[src/dcpa_regs.svh]
`ifndef DCPA_REGS_SVH
`define DCPA_REGS_SVH

// ----------------------------------------------------------------------------
// Mode codes {mode_select_high, mode_select_low}.
// ----------------------------------------------------------------------------
`define DCPA_MODE_PHASE     2'h0
`define DCPA_MODE_INDEP     2'h1
`define DCPA_MODE_PERIOD    2'h2
`define DCPA_MODE_PRESCALE  2'h3

// ----------------------------------------------------------------------------
// Input selector source codes.
// ----------------------------------------------------------------------------
`define DCPA_SRC_SYSCLK     2'h0
`define DCPA_SRC_SCALED     2'h1
`define DCPA_SRC_EXT        2'h2
`define DCPA_SRC_GATED      2'h3

// ----------------------------------------------------------------------------
// Edge select codes for external clocking.
// ----------------------------------------------------------------------------
`define DCPA_EDGE_RISE      2'h0
`define DCPA_EDGE_FALL      2'h1
`define DCPA_EDGE_BOTH      2'h2

// ----------------------------------------------------------------------------
// Time-base and reset values.
// ----------------------------------------------------------------------------
`define DCPA_TB_WIDTH       7
`define DCPA_CNT_RESET      8'h00
`define DCPA_CMP_RESET      8'h00
`define DCPA_SYNC_RESET     2'h0

`endif

[src/dcpa_pkg.sv]
package dcpa_pkg;

  // Mode selection as an enumeration for state-like decoding.
  typedef enum logic [1:0] {
    DCPA_PHASE    = 2'h0,
    DCPA_INDEP    = 2'h1,
    DCPA_PERIOD   = 2'h2,
    DCPA_PRESCALE = 2'h3
  } dcpa_mode_t;

  // Configuration of one input selector.
  typedef struct packed {
    logic [1:0] source;     // Clock source code.
    logic [1:0] edge_sel;   // Active edge when externally clocked.
    logic       gate_level; // Gating level that stops counting.
  } dcpa_sel_cfg_t;

  // Compare values of one unit.
  typedef struct packed {
    logic [7:0] cmp_a;
    logic [7:0] cmp_b;
  } dcpa_cmp_t;

endpackage

[src/dcpa_event_counter.sv]
`timescale 1ns/1ps
`default_nettype none
`include "dcpa_regs.svh"

// Summary of operation
// - Mode select high 0, low 1 gives independent PWM and accumulator units.
// - Mode select high 1, low 0 lets accumulator count PWM periods.
// - In mode 1 both 8-bit counters count from their own selectors.
// - One shared scaled rate exists; each counter picks it or undivided clock.
// - PWM clock: system clock, scaled clock, first event input, or gated clock.
// - Period match resets output, clears PWM counter, raises period event.
// - Duty match sets output state to one, held until period match.
// - Duty percent equals 100 times period minus duty, over period plus one.
// - Polarity 0: period match gives zero, duty match one; 1 inverts.
// - PWM unit acts as plain accumulator with output off, duty ignored.
// - Accumulator clock in mode 1 comes from the second input selector.
// - Accumulator clears on clear compare match; any 8-bit value allowed.
// - Accumulator event compare match raises the accumulator event.
// - First input edge clocking: rising, falling, or both edges.
// - Second input edge clocking: rising or falling edge only.
// - Active gating level stops time-base counting while it is present.
// - Time-base offers divide 1 to 128; second selector may take undivided.
// - Event output drives pin only while output enable is one.
// - In mode 2 accumulator increments once per PWM period match.
// - In mode 0 second input active edge or level clears accumulator.

module dcpa_event_counter #(
  parameter int CNT_WIDTH = 8
) (
  input  wire logic                    mclk,
  input  wire logic                    nrst,
  input  wire logic                    mode_select_high,
  input  wire logic                    mode_select_low,
  input  wire logic [2:0]              rate_select,
  input  wire dcpa_pkg::dcpa_sel_cfg_t first_input_selector,
  input  wire dcpa_pkg::dcpa_sel_cfg_t second_input_selector,
  input  wire logic                    clear_on_level,
  input  wire dcpa_pkg::dcpa_cmp_t     pwm_compare,
  input  wire dcpa_pkg::dcpa_cmp_t     accumulator_compare,
  input  wire logic                    output_enable_bit,
  input  wire logic                    output_polarity_bit,
  input  wire logic                    first_event_input,
  input  wire logic                    second_event_input,
  input  wire logic                    pwm_event_clear,
  input  wire logic                    accumulator_event_clear,
  input  wire logic                    pwm_event_enable,
  input  wire logic                    accumulator_event_enable,
  output logic [7:0]                   pwm_counter,
  output logic [7:0]                   accumulator_counter,
  output logic                         event_output,
  output logic                         event_output_oe,
  output logic                         pwm_period_event,
  output logic                         accumulator_event,
  output logic                         pwm_event_flag,
  output logic                         accumulator_event_flag,
  output logic                         pwm_irq,
  output logic                         accumulator_irq
);

  // --------------------------------------------------------------------------
  // Elaboration checks.
  // --------------------------------------------------------------------------
  // The compare registers and counters are fixed at eight bits.
  if (CNT_WIDTH != 8) begin : g_bad_width
    $error("dcpa_event_counter supports only an 8-bit counter width");
  end

  // --------------------------------------------------------------------------
  // Mode decode.
  // --------------------------------------------------------------------------
  dcpa_pkg::dcpa_mode_t mode;
  assign mode = dcpa_pkg::dcpa_mode_t'({mode_select_high, mode_select_low});

  wire mode_phase  = (mode == dcpa_pkg::DCPA_PHASE);
  wire mode_indep  = (mode == dcpa_pkg::DCPA_INDEP);
  wire mode_period = (mode == dcpa_pkg::DCPA_PERIOD);

  // --------------------------------------------------------------------------
  // Shared time-base.
  // --------------------------------------------------------------------------
  logic [`DCPA_TB_WIDTH-1:0] tb_reg;
  logic [`DCPA_TB_WIDTH-1:0] tb_next;
  logic                      scaled_tick;

  // The time-base runs free; one rate is chosen for both units at once.
  assign tb_next = tb_reg + `DCPA_TB_WIDTH'(1);

  always_ff @(posedge mclk or negedge nrst) begin
    if (!nrst) begin
      tb_reg <= '0;
    end else begin
      tb_reg <= tb_next;
    end
  end

  // Divide by 2^rate: tick when the low rate bits of the count roll over.
  function automatic logic rate_tick(input logic [2:0] rate,
                                     input logic [`DCPA_TB_WIDTH-1:0] tb);
    logic [`DCPA_TB_WIDTH-1:0] mask;
    mask = `DCPA_TB_WIDTH'((8'h01 << rate) - 8'h01);
    rate_tick = ((tb & mask) == mask);
  endfunction

  assign scaled_tick = rate_tick(rate_select, tb_reg);

  // --------------------------------------------------------------------------
  // Input selectors.
  // --------------------------------------------------------------------------
  logic first_tick;
  logic second_tick;
  logic second_edge;
  logic second_level;

  // First selector supports both-edge counting.
  dcpa_input_sel #(
    .ALLOW_BOTH (1'b1)
  ) u_first (
    .mclk         (mclk),
    .nrst         (nrst),
    .cfg          (first_input_selector),
    .scaled_tick  (scaled_tick),
    .pin_in       (first_event_input),
    .count_tick   (first_tick),
    .active_edge  (),
    .active_level ()
  );

  // Second selector is restricted to a single edge.
  dcpa_input_sel #(
    .ALLOW_BOTH (1'b0)
  ) u_second (
    .mclk         (mclk),
    .nrst         (nrst),
    .cfg          (second_input_selector),
    .scaled_tick  (scaled_tick),
    .pin_in       (second_event_input),
    .count_tick   (second_tick),
    .active_edge  (second_edge),
    .active_level (second_level)
  );

  // --------------------------------------------------------------------------
  // PWM unit.
  // --------------------------------------------------------------------------
  logic [7:0] pwm_cnt_reg;
  logic [7:0] pwm_cnt_next;
  logic       out_state_reg;
  logic       out_state_next;
  logic       period_match;
  logic       duty_match;

  // A match acts only on a counting tick so a stalled counter fires once.
  assign period_match = first_tick && (pwm_cnt_reg == pwm_compare.cmp_a);
  assign duty_match   = first_tick && (pwm_cnt_reg == pwm_compare.cmp_b);

  // Period match wins over duty match when both compares are equal.
  assign pwm_cnt_next = period_match ? `DCPA_CNT_RESET :
                        first_tick   ? pwm_cnt_reg + 8'h01 :
                                       pwm_cnt_reg;

  // Raw state is 0 after period and 1 after duty, giving
  // 100*(period-duty)/(period+1) percent high time at polarity 0.
  assign out_state_next = period_match ? 1'b0 :
                          duty_match   ? 1'b1 :
                                         out_state_reg;

  always_ff @(posedge mclk or negedge nrst) begin
    if (!nrst) begin
      pwm_cnt_reg   <= `DCPA_CNT_RESET;
      out_state_reg <= 1'b0;
    end else begin
      pwm_cnt_reg   <= pwm_cnt_next;
      out_state_reg <= out_state_next;
    end
  end

  // --------------------------------------------------------------------------
  // Accumulator unit.
  // --------------------------------------------------------------------------
  logic [7:0] acc_cnt_reg;
  logic [7:0] acc_cnt_next;
  logic       acc_tick;
  logic       acc_ext_clear;
  logic       acc_clear_match;
  logic       acc_event_match;

  // Mode 2 takes the period match; mode 0 shares the first selector.
  assign acc_tick = mode_period ? period_match :
                    mode_indep  ? second_tick :
                    mode_phase  ? first_tick :
                                  second_tick;

  // In mode 0 the second input only clears, by edge or by level.
  assign acc_ext_clear = mode_phase &&
                         (clear_on_level ? second_level : second_edge);

  assign acc_clear_match = acc_tick && (acc_cnt_reg == accumulator_compare.cmp_a);
  assign acc_event_match = acc_tick && (acc_cnt_reg == accumulator_compare.cmp_b);

  assign acc_cnt_next = acc_ext_clear   ? `DCPA_CNT_RESET :
                        acc_clear_match ? `DCPA_CNT_RESET :
                        acc_tick        ? acc_cnt_reg + 8'h01 :
                                          acc_cnt_reg;

  always_ff @(posedge mclk or negedge nrst) begin
    if (!nrst) begin
      acc_cnt_reg <= `DCPA_CNT_RESET;
    end else begin
      acc_cnt_reg <= acc_cnt_next;
    end
  end

  // --------------------------------------------------------------------------
  // Event pulses and sticky flags.
  // --------------------------------------------------------------------------
  logic pwm_evt_reg;
  logic acc_evt_reg;
  logic pwm_flag_reg;
  logic acc_flag_reg;

  // Set wins over a clear in the same cycle so no event is lost.
  always_ff @(posedge mclk or negedge nrst) begin
    if (!nrst) begin
      pwm_evt_reg  <= 1'b0;
      acc_evt_reg  <= 1'b0;
      pwm_flag_reg <= 1'b0;
      acc_flag_reg <= 1'b0;
    end else begin
      pwm_evt_reg  <= period_match;
      acc_evt_reg  <= acc_event_match;
      pwm_flag_reg <= period_match | (pwm_flag_reg & ~pwm_event_clear);
      acc_flag_reg <= acc_event_match | (acc_flag_reg & ~accumulator_event_clear);
    end
  end

  // --------------------------------------------------------------------------
  // Output unit.
  // --------------------------------------------------------------------------
  logic evo_reg;

  // With the enable off the pin is released for general I/O, which also
  // lets the PWM unit serve as a plain accumulator.
  always_ff @(posedge mclk or negedge nrst) begin
    if (!nrst) begin
      evo_reg <= 1'b0;
    end else begin
      evo_reg <= output_enable_bit & (out_state_next ^ output_polarity_bit);
    end
  end

  assign event_output    = evo_reg;
  assign event_output_oe = output_enable_bit;

  assign pwm_counter            = pwm_cnt_reg;
  assign accumulator_counter    = acc_cnt_reg;
  assign pwm_period_event       = pwm_evt_reg;
  assign accumulator_event      = acc_evt_reg;
  assign pwm_event_flag         = pwm_flag_reg;
  assign accumulator_event_flag = acc_flag_reg;
  assign pwm_irq                = pwm_flag_reg & pwm_event_enable;
  assign accumulator_irq        = acc_flag_reg & accumulator_event_enable;

endmodule

`default_nettype wire

[src/dcpa_input_sel.sv]
`timescale 1ns/1ps
`default_nettype none
`include "dcpa_regs.svh"

module dcpa_input_sel #(
  parameter bit ALLOW_BOTH = 1'b1
) (
  input  wire logic                   mclk,
  input  wire logic                   nrst,
  input  wire dcpa_pkg::dcpa_sel_cfg_t cfg,
  input  wire logic                   scaled_tick,
  input  wire logic                   pin_in,
  output logic                        count_tick,
  output logic                        active_edge,
  output logic                        active_level
);

  // --------------------------------------------------------------------------
  // Pin synchroniser and edge history.
  // --------------------------------------------------------------------------
  logic [1:0] sync_reg;
  logic       prev_reg;

  // Two stages before any logic looks at the pin; prev holds the old level.
  always_ff @(posedge mclk or negedge nrst) begin
    if (!nrst) begin
      sync_reg <= `DCPA_SYNC_RESET;
      prev_reg <= 1'b0;
    end else begin
      sync_reg <= {sync_reg[0], pin_in};
      prev_reg <= sync_reg[1];
    end
  end

  // --------------------------------------------------------------------------
  // Edge and source decode.
  // --------------------------------------------------------------------------
  wire pin_s   = sync_reg[1];
  wire rise    = pin_s & ~prev_reg;
  wire fall    = ~pin_s & prev_reg;
  wire sel_r   = (cfg.edge_sel == `DCPA_EDGE_RISE);
  wire sel_f   = (cfg.edge_sel == `DCPA_EDGE_FALL);
  // Both-edge counting exists only where the unit supports it.
  wire sel_b   = ALLOW_BOTH && (cfg.edge_sel == `DCPA_EDGE_BOTH);
  wire gated   = (pin_s == cfg.gate_level);

  assign active_edge  = (rise & sel_r) | (fall & sel_f) | ((rise | fall) & sel_b);
  assign active_level = gated;

  // Gating holds the time-base tick off while the active level stands.
  always_comb begin
    unique case (cfg.source)
      `DCPA_SRC_SYSCLK: count_tick = 1'b1;
      `DCPA_SRC_SCALED: count_tick = scaled_tick;
      `DCPA_SRC_EXT:    count_tick = active_edge;
      `DCPA_SRC_GATED:  count_tick = scaled_tick & ~gated;
    endcase
  end

endmodule

`default_nettype wire

[config.mk]
export PLATFORM = sky130hd
export DESIGN_NAME = dcpa_event_counter
export DESIGN_NICKNAME = d
export VERILOG_FILES = /design/src/dcpa_pkg.sv /design/src/dcpa_event_counter.sv /design/src/dcpa_input_sel.sv
export VERILOG_INCLUDE_DIRS = /design/src
export SDC_FILE = /design/constraint.sdc
export NUM_CORES = 1
export LEC_CHECK = 0
export BUFFER_PORTS_ARGS = -buffer_cell sky130_fd_sc_hd__buf_2
export CORE_MARGIN = 2
export CORE_UTILIZATION = 45
export DETAILED_ROUTE_END_ITERATION = 7
export PLACE_DENSITY = 0.73
export SYNTH_ARGS = -nofsm -noshare
export SYNTH_HDL_FRONTEND = slang
export SYNTH_SLANG_ARGS = --single-unit
[constraint.sdc]
create_clock -name mclk -period 3 [get_ports mclk]
set_clock_uncertainty 0.1 [all_clocks]
set_input_delay 0.3 -clock mclk [delete_from_list [all_inputs] [get_ports mclk]]
set_output_delay 0.3 -clock mclk [all_outputs]
set_load 0.02 [all_outputs]
After elaboration in Yosys (flattened, before gate mapping):

Cells that the tools add are included.

* flip-flop bits (word level): 35
* input port bits: 58
* output and inout port bits: 24
* logic and storage cells: 93

* add/sub/neg operators: 4
* eq/ne operators: 18
* shift-type cells: 1
* mux-type cells: 13
* bitwise operators: 32
* reductions and logical operators: 12

Operator list (number)
* 8-bit two-way mux: 5
* 8-bit equality test: 4
* 8-bit by 1-bit adder with 8-bit output, second input constant: 2
* 1-bit AND: 16
* 2-bit equality test, second input constant: 6
* 2-bit by 1-bit equality test with 1-bit output, second input constant: 5
* 2-bit logical NOT: 5
* 1-bit NOT: 8
* 1-bit one-hot mux with 4 select lines: 2
* 7-bit by 1-bit adder with 7-bit output, second input constant: 1
* 7-bit AND: 1
* 7-bit equality test: 1
* 1-bit by 3-bit << shifter with 7-bit output, first input constant: 1
* 7-bit by 1-bit subtractor with 7-bit output, second input constant: 1
* 1-bit two-way mux: 6
* 1-bit bitwise OR: 6
* 1-bit logical AND: 5
* 3-bit nonzero test: 1
* 1-bit equality test: 2
* 2-bit nonzero test: 1
* 1-bit XOR: 1

Longest topological paths before layout:

* word-level depth: 12
* mapped depth: 8
* depth with buffers taken out: 8

Hierarchy:

Synthesis repeated with hierarchy kept, for this count alone.

* cells, all modules: 212
* area, all modules: 2272.2 µm²

By module, submodules not included
* dcpa_event_counter: instances 1, cells an instance 187, area an instance 1945.6 µm², sequential area each 725.7 µm²
* dcpa_input_sel (u_first): instances 1, cells an instance 15, area an instance 163.9 µm², sequential area each 75.1 µm²
* dcpa_input_sel (u_second): instances 1, cells an instance 10, area an instance 162.7 µm², sequential area each 75.1 µm²

Least setup slack after synthesis:

Ideal clock, no wire load.

* kind: flip-flop to flip-flop
* start point: register acc_cnt_reg[4] (netlist: accumulator_counter[4])
* end point: register acc_cnt_reg[6] (netlist: accumulator_counter[6])
* setup time: 143 ps
* data arrival time: 1727 ps
* data required time: 2757 ps
* setup slack: 1029 ps
* stages on the path, launching flop included: 8
* buffers on the path: 1
* clock period less this slack: 1971 ps
* cells stage by stage: dfrtp_1 -> buf_2 -> xnor2_1 -> nand4_1 -> o32ai_4 -> inv_2 -> a32oi_4 -> o311ai_2

* cells in the longest elaborated chain, start to end: 4
* elaborated cells between the ends (all ways): 7
* those cells by class: add/sub: 1; eq/ne: 1; mux: 3; reduce/logical: 2

Ends and longest elaborated chain
* start, declared: RTL line dcpa_event_counter.sv:180 `logic [7:0] acc_cnt_reg;`
* start signal, assigned: RTL line dcpa_event_counter.sv:207 `` acc_cnt_reg <= `DCPA_CNT_RESET; ``
* start signal, assigned: RTL line dcpa_event_counter.sv:209 `acc_cnt_reg <= acc_cnt_next;`
* 8-bit by 1-bit adder with 8-bit output / 8-bit equality test (equally long branches): RTL line dcpa_event_counter.sv:202, dcpa_event_counter.sv:197
* 8-bit two-way mux / 1-bit logical AND (equally long branches): RTL line dcpa_event_counter.sv:202, dcpa_event_counter.sv:197
* 8-bit two-way mux: RTL line dcpa_event_counter.sv:201 `` acc_clear_match ? `DCPA_CNT_RESET : ``
* 8-bit two-way mux: RTL line dcpa_event_counter.sv:200 `` assign acc_cnt_next = acc_ext_clear ? `DCPA_CNT_RESET : ``

Parallel ways exist; a longest one is shown, timed or not. The select of a mux whose other input is x is not followed.
A chain may end at the register's enable or synchronous reset.

Worst setup path in the final report:

* start point: register u_second.prev_reg
* end point: register acc_cnt_reg[4] (netlist: accumulator_counter[4])

* cells in the longest elaborated chain, start to end: 11
* elaborated cells between the ends (all ways): 16
* those cells by class: mux: 7; bitwise: 6; reduce/logical: 3

Ends and longest elaborated chain
* start, declared: RTL line dcpa_input_sel.sv:22 `logic prev_reg;`
* start signal, assigned: RTL line dcpa_input_sel.sv:31 `prev_reg <= sync_reg[1];`
* 1-bit NOT: RTL line dcpa_input_sel.sv:39 `wire rise = pin_s & ~prev_reg;`
* 1-bit AND: RTL line dcpa_input_sel.sv:39
* 1-bit AND: RTL line dcpa_input_sel.sv:47 `assign active_edge = (rise & sel_r) | (fall & sel_f) | ((rise | fall) & sel_b);`
* 1-bit bitwise OR (*): RTL line dcpa_input_sel.sv:47
* 1-bit one-hot mux with 4 select lines: RTL line dcpa_input_sel.sv:52 `unique case (cfg.source)`
* 1-bit two-way mux: RTL line dcpa_event_counter.sv:190 `mode_phase ? first_tick :`
* 1-bit two-way mux: RTL line dcpa_event_counter.sv:189 `mode_indep ? second_tick :`
* 1-bit two-way mux: RTL line dcpa_event_counter.sv:188 `assign acc_tick = mode_period ? period_match :`
* 1-bit logical AND: RTL line dcpa_event_counter.sv:197 `assign acc_clear_match = acc_tick && (acc_cnt_reg == accumulator_compare.cmp_a);`
* 8-bit two-way mux: RTL line dcpa_event_counter.sv:201
* 8-bit two-way mux: RTL line dcpa_event_counter.sv:200

Mark *: on every way between the ends. The rest lies on a longest branch, timed or not.

==> impl_metrics.ini <==
[outcome]
status = finished with violations
violations = hold timing

[power_and_ir_drop]
vdd_drop_max_v = 0.000343
leakage_nw = 1.28
powerDensity_mw_per_mm2 = 721

[grt]
grt_use_met2 = 0.303
grtUsageMet1 = 0.259
grt.busiest_layer = met2
grt_use_met3 = 0.0370
grt_pass1_wl_um = 8200
antenna_found_initial = 0
grt_max_degree = 36
grt_pass1_vias = 1781
grt_overflow = 0
track_usage = 0.188

[die]
coreArea_mm2 = 0.00504
rows = 26
die_w_um = 75.7
ios = 82
die_h_um = 75.7
dieArea_mm2 = 0.00573
start_util = 0.459

[clock_tree]
cts_tree = yes
cts_inserted_buffers = 5
cts_buffer_depth = 2
clk_pin_slew_ns = 0.08
cts_resized = 0
h-tree-depth = 2
clk_latency_ns = 0.29
cts_setup_buffers = 0
clockRootBuffer = clkbuf_8
cts.sinks = 35

[timing]
maxSlewViolCount = 0
post-route-period-util = 0.717
tightest_slew_ns = 0.776
fmax_mhz = 465
rsz0062_at_grt = no
hold_viol = 27
setup_tns_ns = 0
timing.final.crit_period_ns = 2.15
whs_ns = -0.0142
finalSetupViolations = 0
maxSlewHeadroom = 0.482

[finish]
drive_gt1_frac = 0.334
fin_util = 0.572
diodes = 0
area_delta_synth_final_pct = 24.6
fin_nets = 382

[worst_setup_path]
start_kind = flop
cp_max_fo = 8
r2r-start = u_second.prev_reg$_DFF_PN0_
startpoint = u_second.prev_reg$_DFF_PN0_
cp-end-kind = flop
path_class = reg2reg
crit_required_ns = 3.05
cp.arrival_ns = 2.20

[placed_design]
port_buffers = 81
gp_congestion = 0.813
dpl.hpwl_um = 4220

[synth]
ys_warn_count = 0
synth_cells = 236
syn_area_mm2 = 0.00231
synth.avg_cell_area_um2 = 9.81
yosysTopAreaCell = dfrtp_1
yosys.cell_types.count = 50
yosysTopAreaCellShare = 0.378
netlist_top_cells_area = dfrtp_1 (38%), xnor2_1 (13%), o311ai_2 (3.5%)
synth_edf_count = 0
syn_nets = 299
ys_seq_area_frac = 0.378
synth_ff_type = dfrtp_1
synth_async_sr_flop_share = 1.00
ys_ff_latch = 35

[detailed_routing]
wl_per_cell_um = 13.8
ant_nets = 0
first_pass_iters = 4
via_count = 2055
drc = 0
initialDrtViolationCount = 74
viasPerCell = 5.27
routed_wirelength_um = 5390

[flow_run]
maxCapViolations = 0

[worst_hold_path]
hp-class = in2async
==> where the power goes <==
part           switching, mW  internal (mW)
sequential             0.259          0.585
clock                  0.182          0.187
combinational          0.458          0.409
total                  0.899           1.18
==> cell usage in the layout (no fill, tap or decap), types with 4 or more instances in the layout <==
cell type  instances
xnor2_1           35
nand2_1           13
o21ai_0           16
xor2_1             4
dfrtp_1           35
o311ai_2           5
clkbuf_8           6
nand4_1            8
nor2_1            16
nand3_1           16
nor2b_1            4
ha_1               5
mux2i_1            4
and3_1             6
nand2b_1           7
inv_1             11
buf_2             81
==> layer usage <==
metal	vias to the layer above	wire [um]
met2	56	2710
met1	986	2370
li1	1007	-
met5	-	0
met4	0	50
met3	6	263
==> kinds of logic after synthesis <==
group,synth area share
and+or+nand+nor,0.209
AOI/OAI and AO/OA,0.188
xor gates and xnor gates,0.148
DFF,0.378
buffers and inverters,0.0335
adders and majority gates,0.0270
muxes,0.0173
==> what timing repair did <==
action	CTS	global route
hold buffers	0	1
endpoints found under the setup margin	0	0
hold endpoints to repair	0	1
==> worst paths after layout <==
kind / endpoint / slack (ns) / depth (start not counted)
hold reg to reg: u_first.sync_reg[1]$_DFF_PN0_ / 0.25 / 0
setup reg to reg: accumulator_counter[4]$_DFFE_PN0P_ / 0.85 / 6
max in group asynchronous: pwm_counter[6]$_DFFE_PN0P_ / 2.31 / 1
min in group mclk: u_second.sync_reg[0]$_DFF_PN0_ / 0.01 / 1
setup / recovery: accumulator_counter[4]$_DFFE_PN0P_ / 0.85 / 6
hold / removal: tb_reg[5]$_DFF_PN0_ / -0.01 / 1
==> worst max-delay path, cell delays in order (launching register included) <==
cell and delay [ns]:
dfrtp_1 0.41, nor4_2 0.31, o32ai_2 0.16, o32ai_4 0.40, inv_2 0.09, a32oi_4 0.40
o311ai_2 0.14
==> cells in the mapped netlist, types with 2 or more instances <==
master    instances
mux2i_1           4
nand2b_1          7
nor2_1           16
o31ai_1           3
nand3_1          16
o311ai_2          5
o21ai_1           3
nand3b_1          2
and3_1            6
buf_2             5
nor2b_1           4
ha_1              5
nand4_1           8
dfrtp_1          35
o21ai_0          16
nand2_1          13
a21o_1            2
and2_1            2
inv_1            11
a21oi_1           3
nor3_1            3
xor2_1            4
xnor2_1          35
o32ai_2           2
==> per-stage QoR <==
stage	worst slack (ns)	power [mW]	instances	area, um^2	hold WS, ns
final	0.849	2.08	390	2880	-0.0142
after global routing	0.675	2.23	390	2880	0.00775
after CTS	0.842	2.09	389	2870	0.0108
after detailed placement	0.852	1.72	381	2780	0.236
after global placement	0.923	1.70	381	2780	0.234
after floorplan	1.03	1.44	236	2310	-0.0956
==> cell type report <==
cell class / count / area (um^2)
Fill cell: 476 / 2160
Clock buffer: 6 / 82.6
Tap cell: 70 / 87.6
Clock inverter: 2 / 16.3
Sequential cell: 35 / 876
Multi-Input combinational cell: 183 / 1360
Inverter: 12 / 45.0
Timing Repair Buffer: 82 / 415
Note: power is estimated with default switching activity, not from simulation.
